**src/core/irp_pkg.sv**
```systemverilog
// Function
// - A port C pin request sets its pending bit in the group 2 register.
// - With global enable on, enabled pending requests go to the core.
// - With global enable off, pending bits stay readable for polling.
// - Group 2 bits 3..0 show port C pin requests; one means pending.
// - Group 0 high/low bits form a level: off, low, medium, high.
// - Group 1 uses the same two-bit high/low level code.
// - Group 0 bits: 6 timer one, 5 timer zero, 4 rx, 3 tx, 0 converter.
// - Group 1 bit 7 pin7/voltage detect, bit 6 pin6/comparator, 5..0 pins.
// - Shared group 1 sources are picked by the shared source select.
// - Port A edge select zero means falling edge, one rising edge.
//
// Purpose: Shared constants and carriers of the interrupt request block
// Assumes: 8-bit register bus, 12-bit register addresses
// Notes:   Register reset values are all zero
package irp_pkg;

  // Register addresses
  localparam logic [11:0] IRP_A_G0_HI  = 12'hfc1;
  localparam logic [11:0] IRP_A_G0_LO  = 12'hfc2;
  localparam logic [11:0] IRP_A_G1_HI  = 12'hfc4;
  localparam logic [11:0] IRP_A_G1_LO  = 12'hfc5;
  localparam logic [11:0] IRP_A_G2_REQ = 12'hfc6;
  localparam logic [11:0] IRP_A_EDGE   = 12'hfcd;
  localparam logic [11:0] IRP_A_SHARE  = 12'hfce;
  localparam logic [11:0] IRP_A_STAT   = 12'hfd0;
  localparam logic [11:0] IRP_A_MASK   = 12'hfd1;

  // Writable bits per register
  localparam logic [7:0]  IRP_G0_WMASK    = 8'h79;
  localparam logic [7:0]  IRP_G2_WMASK    = 8'h0f;
  localparam logic [7:0]  IRP_SHARE_WMASK = 8'hc0;
  localparam logic [7:0]  IRP_STAT_WMASK  = 8'h1f;
  localparam logic [7:0]  IRP_RST_BYTE    = 8'h00;

  // Group 0 field positions
  localparam int IRP_B_TIMER1 = 6;
  localparam int IRP_B_TIMER0 = 5;
  localparam int IRP_B_RX     = 4;
  localparam int IRP_B_TX     = 3;
  localparam int IRP_B_CONV   = 0;

  // Group 1 shared positions and status bit of port A events
  localparam int IRP_B_PIN7_LVD = 7;
  localparam int IRP_B_PIN6_CMP = 6;
  localparam int IRP_B_ST_PA    = 4;

  // Synchroniser width: {comparator, lvd, port C[3:0], port A[7:0]}
  localparam int IRP_SYNC_W = 14;

  // Priority levels
  typedef enum logic [1:0] {
    IRP_LVL_OFF  = 2'b00,
    IRP_LVL_LOW  = 2'b01,
    IRP_LVL_MED  = 2'b10,
    IRP_LVL_HIGH = 2'b11
  } irp_level_e;

  // Register bus request
  typedef struct packed {
    logic [11:0] addr;
    logic [7:0]  wdata;
    logic        wr;
    logic        rd;
  } irp_bus_s;

  // Synchroniser state
  typedef struct packed {
    logic [IRP_SYNC_W-1:0] meta;
    logic [IRP_SYNC_W-1:0] stab;
  } irp_sync_s;

  // Controller state
  typedef struct packed {
    logic [7:0] g0_hi;
    logic [7:0] g0_lo;
    logic [7:0] g1_hi;
    logic [7:0] g1_lo;
    logic [3:0] g2_pend;
    logic [7:0] edge_sel;
    logic [1:0] share_sel;
    logic [4:0] stat;
    logic [4:0] mask;
    logic [11:0] prev;
    logic [7:0] pa_pulse;
    logic       core_req;
    logic [1:0] core_lvl;
    logic [7:0] rd_data;
  } irp_state_s;

  localparam irp_state_s IRP_STATE_RST = '0;

  // Level of one request from its high and low enable bits
  function automatic irp_level_e irp_level(input logic hi, input logic lo);
    return irp_level_e'({hi, lo});
  endfunction

endpackage

```
**src/core/irp_ctrl.sv**
```systemverilog
// Purpose: Group 2 request register, group 0/1 level enables, pin edges
// Assumes: Group 0/1 request bits and group 2 enables live outside
// Notes:   Register reads return data one cycle after the read strobe
//          Map: fc1/fc2 group 0 high/low enables, fc4/fc5 group 1,
//          fc6 group 2 pending, fcd edge select, fce shared select,
//          fd0 event status (a read clears it), fd1 event mask
//          A pin change shows in its pending bit three edges later:
//          two synchroniser flops and one edge compare
//          Group 0/1 request bits and group 2 enables are inputs, so
//          only the levels that they give are judged here
//          A pin held high through reset reads as a rising edge after
//          release; port A is safe since falling select is the default
//          Switching a shared source may raise a request; disable first
`timescale 1ns/1ps
`default_nettype none
module irp_ctrl
  import irp_pkg::*;
(
  // Clock and reset
  input  wire logic       clock,
  input  wire logic       sys_rst,
  // Register bus
  input  wire irp_bus_s   reg_bus,
  output logic [7:0]      rd_data,
  // Pins and detectors, asynchronous
  input  wire logic [7:0] porta_pin,
  input  wire logic [3:0] portc_pin_request,
  input  wire logic       low_voltage_detector,
  input  wire logic       comparator_out,
  // Core side, same clock
  input  wire logic       global_irq_en,
  input  wire logic [7:0] group0_request_pending,
  input  wire logic [7:0] group1_request_pending,
  input  wire logic [3:0] group2_en_hi,
  input  wire logic [3:0] group2_en_lo,
  // Requests out
  output logic [7:0]      porta_req_pulse,
  output logic            core_irq_req,
  output logic [1:0]      core_irq_level,
  // Event interrupt
  output logic            irq
);

  irp_state_s st_r;
  irp_state_s st_nxt;

  logic [IRP_SYNC_W-1:0] synced;
  logic [7:0]            pa_s;
  logic [3:0]            pc_s;
  logic                  lvd_s;
  logic                  cmp_s;
  logic [7:0]            pa_src;
  logic [11:0]           cur;
  logic [7:0]            pa_rise;
  logic [7:0]            pa_fall;
  logic [7:0]            pa_ev;
  logic [3:0]            pc_ev;
  logic [4:0]            new_ev;
  logic                  any_req;
  logic [1:0]            top_lvl;
  logic                  wr_hit;
  logic                  rd_stat;

  // Every pin and detector level crosses two flops before any logic sees it
  irp_sync u_sync (
    .clock   (clock),
    .sys_rst (sys_rst),
    .raw     ({comparator_out, low_voltage_detector,
                portc_pin_request, porta_pin}),
    .synced  (synced)
  );

  assign pa_s  = synced[7:0];
  assign pc_s  = synced[11:8];
  assign lvd_s = synced[12];
  assign cmp_s = synced[13];

  // Shared sources: the select picks pin or detector, not the enables
  always_comb begin
    pa_src = pa_s;
    if (st_r.share_sel[1]) pa_src[IRP_B_PIN7_LVD] = lvd_s;
    if (st_r.share_sel[0]) pa_src[IRP_B_PIN6_CMP] = cmp_s;
  end

  // Switching a shared source can itself look like an edge;
  // software must disable the request before switching.
  assign cur     = {pc_s, pa_src};
  assign pa_rise = cur[7:0] & ~st_r.prev[7:0];
  assign pa_fall = ~cur[7:0] & st_r.prev[7:0];

  // Edge select per pin: zero falling, one rising
  assign pa_ev = (st_r.edge_sel & pa_rise) | (~st_r.edge_sel & pa_fall);

  // Port C requests are taken on the rising edge of the pin
  assign pc_ev = cur[11:8] & ~st_r.prev[11:8];

  // Events that reach the sticky status register
  assign new_ev = {|pa_ev, pc_ev};

  // Highest enabled pending level across all three groups
  irp_prio u_prio (
    .g0_pend (group0_request_pending),
    .g0_hi   (st_r.g0_hi),
    .g0_lo   (st_r.g0_lo),
    .g1_pend (group1_request_pending),
    .g1_hi   (st_r.g1_hi),
    .g1_lo   (st_r.g1_lo),
    .g2_pend (st_r.g2_pend),
    .g2_hi   (group2_en_hi),
    .g2_lo   (group2_en_lo),
    .any_req (any_req),
    .top_lvl (top_lvl)
  );

  assign wr_hit  = reg_bus.wr;
  assign rd_stat = reg_bus.rd && (reg_bus.addr == IRP_A_STAT);

  // Register file, pending bits, status and read data
  always_comb begin
    st_nxt          = st_r;
    st_nxt.prev     = cur;
    st_nxt.pa_pulse = pa_ev;

    // Writes: reserved bits are dropped so they read back as zero; group 0 high stores all eight bits
    if (wr_hit) begin
      unique case (reg_bus.addr)
        IRP_A_G0_HI:  st_nxt.g0_hi = reg_bus.wdata;
        IRP_A_G0_LO:  st_nxt.g0_lo = reg_bus.wdata & IRP_G0_WMASK;
        IRP_A_G1_HI:  st_nxt.g1_hi = reg_bus.wdata;
        IRP_A_G1_LO:  st_nxt.g1_lo = reg_bus.wdata;
        IRP_A_G2_REQ: st_nxt.g2_pend = reg_bus.wdata[3:0];
        IRP_A_EDGE:   st_nxt.edge_sel = reg_bus.wdata;
        IRP_A_SHARE:  st_nxt.share_sel = reg_bus.wdata[7:6];
        IRP_A_MASK:   st_nxt.mask = reg_bus.wdata[4:0];
        default:      st_nxt.g0_hi = st_r.g0_hi;
      endcase
    end

    // A pin request in the same cycle as a write still lands
    st_nxt.g2_pend = st_nxt.g2_pend | pc_ev;

    // Sticky events: read clears, but a new event wins over the clear
    st_nxt.stat = (rd_stat ? 5'h00 : st_r.stat) | new_ev;

    // Forward only while globally enabled; otherwise software polls
    st_nxt.core_req = global_irq_en && any_req;
    st_nxt.core_lvl = global_irq_en ? top_lvl : IRP_LVL_OFF;

    // Read data stand only in the cycle after the strobe
    st_nxt.rd_data = IRP_RST_BYTE;
    if (reg_bus.rd) begin
      unique case (reg_bus.addr)
        IRP_A_G0_HI:  st_nxt.rd_data = st_r.g0_hi;
        IRP_A_G0_LO:  st_nxt.rd_data = st_r.g0_lo;
        IRP_A_G1_HI:  st_nxt.rd_data = st_r.g1_hi;
        IRP_A_G1_LO:  st_nxt.rd_data = st_r.g1_lo;
        IRP_A_G2_REQ: st_nxt.rd_data = {4'h0, st_r.g2_pend};
        IRP_A_EDGE:   st_nxt.rd_data = st_r.edge_sel;
        IRP_A_SHARE:  st_nxt.rd_data = {st_r.share_sel, 6'h00};
        IRP_A_STAT:   st_nxt.rd_data = {3'h0, st_r.stat};
        IRP_A_MASK:   st_nxt.rd_data = {3'h0, st_r.mask};
        default:      st_nxt.rd_data = IRP_RST_BYTE;
      endcase
    end
  end

  // State register; reset clears everything
  always_ff @(posedge clock) begin
    if (sys_rst) begin
      st_r <= IRP_STATE_RST;
    end else begin
      st_r <= st_nxt;
    end
  end

  // Outputs all come from flops except the level interrupt
  assign rd_data         = st_r.rd_data;
  assign porta_req_pulse = st_r.pa_pulse;
  assign core_irq_req    = st_r.core_req;
  assign core_irq_level  = st_r.core_lvl;
  assign irq             = |(st_r.stat & st_r.mask);
endmodule
`default_nettype wire

```
**src/core/irp_prio.sv**
```systemverilog
// Purpose: Finds the highest level among enabled pending requests
// Assumes: Pending and enable bits from the same clock
// Notes:   Purely combinational, no state
`timescale 1ns/1ps
`default_nettype none
module irp_prio
  import irp_pkg::*;
(
  // Group 0 and group 1 pending and enables
  input  wire logic [7:0] g0_pend,
  input  wire logic [7:0] g0_hi,
  input  wire logic [7:0] g0_lo,
  input  wire logic [7:0] g1_pend,
  input  wire logic [7:0] g1_hi,
  input  wire logic [7:0] g1_lo,
  // Group 2 pending and enables
  input  wire logic [3:0] g2_pend,
  input  wire logic [3:0] g2_hi,
  input  wire logic [3:0] g2_lo,
  // Result
  output logic            any_req,
  output logic [1:0]      top_lvl
);

  // Scan all requests; disabled ones have level zero and never win
  always_comb begin
    logic [1:0] l;
    l = IRP_LVL_OFF;
    for (int i = 0; i < 8; i++) begin
      if (g0_pend[i] && irp_level(g0_hi[i], g0_lo[i]) > l) l = irp_level(g0_hi[i], g0_lo[i]);
      if (g1_pend[i] && irp_level(g1_hi[i], g1_lo[i]) > l) l = irp_level(g1_hi[i], g1_lo[i]);
    end
    for (int i = 0; i < 4; i++) begin
      if (g2_pend[i] && irp_level(g2_hi[i], g2_lo[i]) > l) l = irp_level(g2_hi[i], g2_lo[i]);
    end
    top_lvl = l;
    any_req = (l != IRP_LVL_OFF);
  end

endmodule
`default_nettype wire

```
**src/core/irp_sync.sv**
```systemverilog
// Purpose: Two-flop synchroniser for pins and analog detector outputs
// Assumes: Inputs are asynchronous to clock
// Notes:   First stage feeds only the second stage
`timescale 1ns/1ps
`default_nettype none
module irp_sync
  import irp_pkg::*;
(
  // Clock and reset
  input  wire logic                  clock,
  input  wire logic                  sys_rst,
  // Raw and synchronised levels
  input  wire logic [IRP_SYNC_W-1:0] raw,
  output logic      [IRP_SYNC_W-1:0] synced
);

  irp_sync_s q_r;
  irp_sync_s q_nxt;

  // Next stage values
  always_comb begin
    q_nxt      = q_r;
    q_nxt.meta = raw;
    q_nxt.stab = q_r.meta;
  end

  // State register
  always_ff @(posedge clock) begin
    if (sys_rst) begin
      q_r <= '0;
    end else begin
      q_r <= q_nxt;
    end
  end

  assign synced = q_r.stab;

endmodule
`default_nettype wire

```
**config.mk**
```make
export PLATFORM = sky130hd
export DESIGN_NAME = irp_ctrl
export DESIGN_NICKNAME = d
export VERILOG_FILES = /design/src/core/irp_pkg.sv /design/src/core/irp_ctrl.sv /design/src/core/irp_prio.sv /design/src/core/irp_sync.sv
export SDC_FILE = /design/constraint.sdc
export NUM_CORES = 1
export LEC_CHECK = 0
export ABC_CLOCK_PERIOD_IN_PS = 27000
export BUFFER_PORTS_ARGS = -buffer_cell sky130_fd_sc_hd__buf_4
export CAP_MARGIN = 20
export CORE_MARGIN = 3
export CORE_UTILIZATION = 30
export CTS_CLUSTER_SIZE = 14
export DETAILED_ROUTE_END_ITERATION = 8
export SLEW_MARGIN = 10
export SYNTH_ARGS = -nofsm -noshare
export SYNTH_HDL_FRONTEND = slang
export SYNTH_SLANG_ARGS = --single-unit
```
**constraint.sdc**
```tcl
create_clock -name clock -period 27 [get_ports clock]
set_clock_uncertainty 0.05 [all_clocks]
set_input_delay 5.4 -clock clock [delete_from_list [all_inputs] [get_ports clock]]
set_output_delay 5.4 -clock clock [all_outputs]
set_load 0.005 [all_outputs]
```
Yosys cells after proc, flatten, opt, wreduce, memory -nomap -nowiden --
Cells that the tools add are included.
Storage, ports and cells: register bits 112
Cells by class: magnitude comparators 20, equal/unequal tests 9, muxes and demuxes 28, bitwise gates (word level) 15, reductions and logical operators 34
Operators by type and width (number):
- equality test 12 bit (second input constant) | 9
- case mux 8 bit (9 select lines) | 1
- two-way mux 2 bit | 21
- greater-than comparator 2 bit | 19
- AND 8 bit | 4
- NOT 8 bit | 3
- logical AND 1 bit | 22
- two-way mux 14 bit | 1
- AND reduction 2 bit | 7
- two-way mux 8 bit | 1
- OR 8 bit | 1
- OR reduction 8 bit | 1
- AND 5 bit | 1
- two-way mux 5 bit | 1
- OR 5 bit | 1
- OR reduction 5 bit | 1
- AND 4 bit | 1
- two-way mux 4 bit | 1
- NOT 4 bit | 1
- OR 4 bit | 1
- OR reduction 2 bit | 2
- greater-than comparator 2 x 1 -> 1 bit (second input constant) | 1
- two-way mux 1 bit | 2
- NOT 1 bit | 2
- nonzero test 2 bit | 1

Logic depth before layout (Yosys ltp) --
Gate-level depths: netlist (run 1).
word-level depth 62, gate-level depth with buffers 104

Cells and area by module --
A second synthesis (run 1) with hierarchy kept.
Unflattened totals: cell total of the unflattened synthesis 665, area total of the unflattened synthesis 6007.0 um^2
By module, submodules not included:
- irp_ctrl | instances 1, cells an instance 402, area each 3836.2 um^2, sequential area each 1681.6 um^2
- irp_prio | instances 1, cells an instance 205, area each 1392.6 um^2, sequential area each 0.0 um^2
- irp_sync | instances 1, cells an instance 58, area each 778.2 um^2, sequential area each 560.5 um^2

Least setup slack after synthesis (run 1) --
Ideal clock, no wire load.
path type in2reg, start point input port group0_request_pending[0], end point register st_r, in the netlist core_irq_req, setup time 70 ps, arrival time 22026 ps, required time 26880 ps, path slack 4854 ps, stages on the path 103, path buffers 1, cells stage by stage nand2_1 ha_1 a21boi_2 o21a_1 buf_6 o21ai_1 o221a_1 ha_1 nor2_1 o21ai_0 a21oi_1 mux2_2 o21a_1 ha_1 nor2_1 o21ai_0 nand2_1 nand2_1 [67 not listed] nand2_1 o22a_1 o21a_1 o2bb2ai_1 a21oi_1 a21oi_1 ha_1 nor2_1 maj3_1 and2_1 a211o_1 nand3_1 inv_1 ha_1 nand2_1 o211ai_1 and2_1 a21oi_1
On the way: cells in the longest elaborated chain, start to end 61
Ends and longest elaborated chain:
- start, declared | RTL line irp_ctrl.sv:32 | input wire logic [7:0] group0_request_pending,
- logical AND 1 bit * | RTL line irp_prio.sv:30 | if (g0_pend[i] && irp_level(g0_hi[i], g0_lo[i]) > l) l = irp_level(g0_hi[i], g0_lo[i]);
- two-way mux 2 bit * | RTL line irp_prio.sv:30
- greater-than comparator 2 bit | RTL line irp_prio.sv:31 | if (g1_pend[i] && irp_level(g1_hi[i], g1_lo[i]) > l) l = irp_level(g1_hi[i], g1_lo[i]);
- logical AND 1 bit | RTL line irp_prio.sv:31
- two-way mux 2 bit * | RTL line irp_prio.sv:31
- greater-than comparator 2 bit | RTL line irp_prio.sv:30
- logical AND 1 bit | RTL line irp_prio.sv:30
- two-way mux 2 bit * | RTL line irp_prio.sv:30
- [45 not listed]
- greater-than comparator 2 bit | RTL line irp_prio.sv:34 | if (g2_pend[i] && irp_level(g2_hi[i], g2_lo[i]) > l) l = irp_level(g2_hi[i], g2_lo[i]);
- logical AND 1 bit | RTL line irp_prio.sv:34
- two-way mux 2 bit * | RTL line irp_prio.sv:34
- greater-than comparator 2 bit | RTL line irp_prio.sv:34
- logical AND 1 bit | RTL line irp_prio.sv:34
- two-way mux 2 bit * | RTL line irp_prio.sv:34
- nonzero test 2 bit * | RTL line irp_prio.sv:37 | any_req = (l != IRP_LVL_OFF);
- logical AND 1 bit * | RTL line irp_ctrl.sv:146 | st_nxt.core_req = global_irq_en && any_req;
- end signal, assigned | RTL line irp_ctrl.sv:172 | st_r <= st_nxt;
- end, declared | RTL line irp_ctrl.sv:44 | irp_state_s st_r;
Mark *: on every way between the ends. The rest lies on a longest branch, timed or not. A chain may end at the register's enable or synchronous reset.

Final worst setup path (run 1) --
Same ends and word-level chain as after synthesis.

==> results of run 1 <==
[metrics by stage]
step                instances  utilization [%]  setup slack (ns)  area, um^2
floorplan                 660                -              4.85        5530
global placement          935             34.7              3.04        6250
detailed placement        935             34.7              2.70        6250
CTS                       951             36.3              3.04        6540
global route              951             36.3              1.55        6540
finish                    951             36.3              2.99        6540
[how the worst max path moves through the flow]
| stage | cells after the start | to | startpoint | slack (ns) |
|---|---|---|---|---|
| 3_5_place_dp | 103 | core_irq_req | group0_request_pending[0] | 2.70 |
| 4_1_cts | 103 | core_irq_req | group0_request_pending[0] | 3.04 |
| 2_1_floorplan | 103 | core_irq_req | group0_request_pending[0] | 4.85 |
| 5_1_grt | 103 | core_irq_req | group0_request_pending[0] | 1.55 |
| 6_report | 103 | core_irq_req | group0_request_pending[0] | 2.99 |
| 3_3_place_gp | 103 | core_irq_req | group0_request_pending[0] | 3.04 |
[power by group through the flow]
stage | clock network, mW | registers [mW] | logic, mW
final | 0.133 | 0.171 | 0.0236
after global routing | 0.143 | 0.171 | 0.0267
after CTS | 0.136 | 0.171 | 0.0239
after detailed placement | 0 | 0.175 | 0.0238
after global placement | 0 | 0.175 | 0.0236
after floorplan | 0 | 0.174 | 0.0121
[cell type report]
cell class	instances	share of cell area, %
clock inverter	7	1.01
multi-input combinational	487	45.6
timing repair buffer	89	10.2
sequential	112	34.3
inverter	18	1.03
clock buffer	9	3.44
tap	229	4.38
[metal layers]
metal | routed length [um] | vias to the layer above | track usage [%] | part of all wire (%)
li1 | - | 2464 | - | -
met1 | 6790 | 2194 | 20.3 | 47
met2 | 6500 | 145 | 22.4 | 45
met3 | 809 | 17 | 2.19 | 5.6
met4 | 269 | 0 | 5.30 | 1.9
met5 | 0 | - | 0 | 0
[flip-flops by register name, summed over array words and instances (netlist names)]
name and flops:
core_irq_level 2, core_irq_req 1, porta_req_pulse 8, rd_data 8, st_r 65, u_sync.q_nxt 14
u_sync.synced 14
[layout by cell type (no fill, tap or decap), types with 5 or more instances in the layout]
cell type  synthesis  final
a222oi_1          15     15
inv_6              0      5
and2_1             9      9
clkbuf_16          0      9
nor3_1             5      5
a22oi_1            9      9
o21ai_0            5      5
dfxtp_1          112    112
a21oi_1           71     71
mux2_2             5      5
nand3_1           54     54
nor2b_1           46     46
buf_4             18     89
inv_1             18     18
ha_1              18     18
nor2_1            60     60
mux2i_1           12     12
o2111ai_1          6      6
o211a_1            5      5
nand2_1           91     91
[kinds of logic after synthesis]
| kind of cell | Yosys count | synth area share (%) |
|---|---|---|
| buf+inv | 61 | 5.50 |
| fa+ha+maj | 20 | 4.44 |
| compound gates | 156 | 20.5 |
| simple gates | 293 | 25.6 |
| mux | 18 | 3.46 |
| flops | 112 | 40.6 |
==> impl_metrics.yaml, run 1 <==
routing:
  wirelength_um: 14400
  drtAntennaViolNets: 0
  via_per_inst: 5.07
  dr.pass1.iters: 7
  vias: 4820
  drtIter0Drc: 402
  drc_errors: 0
  wl_per_cell_um: 15.1
die:
  fp.dieH_um: 142
  die_area_um2: 20100
  ios: 83
  core_area_um2: 18000
  start_util_pct: 30.7
  die_w_um: 142
  num_rows: 49
setup_path:
  critPathBufInv: 3
  arrival_ns: 24.25
  crit_type: "primary input to flip-flop"
  r2r_cells: 102
  critPathMaxStageDelay_ns: 0.49
  critical_path_peak_fanout: 10
  cp-start-kind: "primary input"
  crit_family: "compound AO/OA/AOI/OAI gates"
  slowest_stage: "a2111oi_2"
  reg2reg_from: "st_r[79]"
  reg2reg_to: "core_irq_req"
  ff2ff_setup_slack_ns: 7.72
  cp_common_cell: "nor2_1"
  crit_path_end_kind: "flip-flop"
  required_ns: 27.24
yosys:
  yosysSeqAreaShare_pct: 40.6
  synth_cell_types: 63
  syn_nets: 741
  yosys-top-cells-count: "dfxtp_1, nand2_1, a21oi_1"
  synthArstFlopShare_pct: 0
  mappedNetlistArea_um2: 5530
  synth.most_common_cell: "dfxtp_1"
  ys_ff_latch: 112
  synth_top_cell_by_area: "dfxtp_1"
  avgSynthCellArea_um2: 8.38
  ys.flop_type: "dfxtp_1"
  synth_edf_count: 0
  synth_top_area_share_pct: 40.6
  synthTopCellsByArea: "dfxtp_1, a21oi_1, nand2_1"
  synthCells: 660
  yosysWarnings: 0
global_route:
  track_usage_pct: 14.4
  grt_pass1_wl_um: 23400
  gr-total-overflow: 0
  grt_max_degree: 101
  grt_pass1_vias: 4447
  antenna_found_initial: 0
power:
  leakage_nw: 2.56
  switching_share_pct: 24.8
  power_frac_seq_pct: 52.1
  ir_drop_v: 0.0000282
  combPwrFrac_pct: 7.2
  power.total_mw: 0.327
  p_int_mw: 0.246
  cellPowerDensity_nw_per_um2: 50.1
  power_frac_clock_pct: 40.6
  p_switching_mw: 0.0810
timing:
  fin_crit_sh_pct: 88.9
  finalSetupViolations: 0
  slew_viol_final: 0
  worst_pin_slew_ns: 1.04
  setup_tns_ns: 0
  period_minus_slack_ns: 24.01
  slew-limit-headroom_pct: 30.9
  grt_setup_unrepaired: "no"
  fin_hold_ws_ns: 0.388
  fmax_mhz: 41.7
  hold_viol_final: 0
clock_tree:
  root_buffer: "clkbuf_16"
  post_cts_buffers: 0
  cts_tree: "done"
  worstSkewPairLatency_ns: 0.35
  cts_resized: 0
  cts_sinks: 112
  htreeDepth: 3
  cts_hold_buffers: 0
  clkTransAtPathRegs_ns: 0.08
  cts_buffer_depth: 2
  cts-buffers-inserted: 9
hold_path:
  min_to: "u_sync.synced[4]"
  hold_path_class: "flip-flop to flip-flop"
  hold_start: "u_sync.q_nxt[4]"
  hold_depth: 1
final_layout:
  drive_above_1_share_pct: 17.7
  multi_input_area_um2: 2980
  diodes: 0
  fillers: 1907
  nets: 798
  syn2layout_area_growth_pct: 18.3
  seqCellArea_um2: 2240
placement:
  gp_congestion: 0.863
  numPortBuffers: 82
  post-dp-hpwl_um: 10700
job:
  maxCapViolCount: 0
outcome:
  status: "complete, no violations"
Power figures use the tool's default switching activity.
==> run 2, diff against run 1 <==
CTS_BUF_LIST = sky130_fd_sc_hd__clkbuf_2 sky130_fd_sc_hd__clkbuf_4 sky130_fd_sc_hd__clkbuf_8   (was unset)
==> impl_metrics.yaml, run 2 (synthesis gave the netlist of run 1 again) <==
outcome:
  status: "complete, no violations"
setup_path:
  crit_path_end_kind: "flip-flop"
  cp-start-kind: "primary input"
  critical_path_peak_fanout: 10
  crit_family: "compound AO/OA/AOI/OAI gates"
  crit_type: "primary input to flip-flop"
  slowest_stage: "a2111oi_2"
  required_ns: 27.27
  critPathBufInv: 3
  critPathMaxStageDelay_ns: 0.49
  cp_common_cell: "nor2_1"
  arrival_ns: 24.24
global_route:
  track_usage_pct: 14.4
  antenna_found_initial: 0
  grt_pass1_wl_um: 23400
  grt_pass1_vias: 4425
  gr-total-overflow: 0
  grt_max_degree: 101
clock_tree:
  clkTransAtPathRegs_ns: 0.11
  cts-buffers-inserted: 9
  cts_buffer_depth: 2
  cts_sinks: 112
  htreeDepth: 3
  worstSkewPairLatency_ns: 0.38
  root_buffer: "clkbuf_8"
  cts_resized: 0
  post_cts_buffers: 0
  cts_tree: "done"
  cts_hold_buffers: 0
die:
  num_rows: 49
  die_area_um2: 20100
  fp.dieH_um: 142
  start_util_pct: 30.7
  ios: 83
  die_w_um: 142
  core_area_um2: 18000
timing:
  finalSetupViolations: 0
  slew-limit-headroom_pct: 31.0
  worst_pin_slew_ns: 1.04
  hold_viol_final: 0
  fin_crit_sh_pct: 88.8
  fmax_mhz: 41.7
  setup_tns_ns: 0
  fin_hold_ws_ns: 0.395
  period_minus_slack_ns: 23.98
  slew_viol_final: 0
  grt_setup_unrepaired: "no"
final_layout:
  syn2layout_area_growth_pct: 16.4
  drive_above_1_share_pct: 17.7
  layout_commonest_cell: "dfxtp_1"
  regMostFlops: "st_r"
  final_cells: 951
  nets: 798
  largest_register_ffs: 65
  layout_common_cells: "dfxtp_1, nand2_1, buf_4"
  diodes: 0
power:
  cellPowerDensity_nw_per_um2: 45.8
  leakage_nw: 2.52
  ir_drop_v: 0.0000230
  power.total_mw: 0.295
routing:
  drc_errors: 0
  wl_per_cell_um: 15.1
  drtAntennaViolNets: 0
  drtIter0Drc: 396
  wirelength_um: 14300
  vias: 4807
  via_per_inst: 5.05
  dr.pass1.iters: 5
placement:
  placed_cells: 935
  post-dp-hpwl_um: 10700
  numPortBuffers: 82
  gp_congestion: 0.863
job:
  maxCapViolCount: 0
hold_path:
  hold_path_class: "flip-flop to flip-flop"
==> run 2: cell counts in the layout (fill, tap and decap cells not counted) <==
Identical to the previous run, type by type.
==> run 2: routing by layer <==
layer / routed length [um] / global-route usage, %
met1: 6830 / 20.3
met2: 6490 / 22.3
met3: 772 / 2.29
met4: 248 / 4.85
met5: 0 / 0
==> run 2: power breakdown <==
| part | internal (mW) | total (mW) | leakage, nW | switching, mW |
|---|---|---|---|---|
| logic | 0.0117 | 0.0236 | 1.51 | 0.0119 |
| registers | 0.169 | 0.171 | 0.911 | 0.00193 |
| clock network | 0.0367 | 0.100 | 0.0995 | 0.0635 |
==> run 2: worst paths after layout <==
kind / endpoint / cells past startpoint / start / slack, ns
max reg2reg: core_irq_req / 102 / st_r[79] / 7.71
max: core_irq_req / 103 / group0_request_pending[0] / 3.02
min: u_sync.synced[4] / 1 / u_sync.q_nxt[4] / 0.40
min reg2reg: u_sync.synced[4] / 1 / u_sync.q_nxt[4] / 0.40
==> run 2: metrics by stage <==
| stage | worst slack, ns | area [um^2] | util, % |
|---|---|---|---|
| final | 3.02 | 6440 | 35.7 |
| after detailed placement | 2.70 | 6250 | 34.7 |
| after CTS | 3.07 | 6440 | 35.7 |
| after global placement | 3.04 | 6250 | 34.7 |
| after global routing | 1.59 | 6440 | 35.7 |
| after floorplan | 4.85 | 5530 | - |
==> run 2: final cells by class <==
type | instances | area (um^2)
Timing Repair Buffer | 89 | 668
Sequential cell | 112 | 2240
Inverter | 18 | 67.6
Fill cell | 1921 | 11600
Clock inverter | 7 | 66.3
Tap cell | 229 | 287
Multi-Input combinational cell | 487 | 2980
Clock buffer | 9 | 124
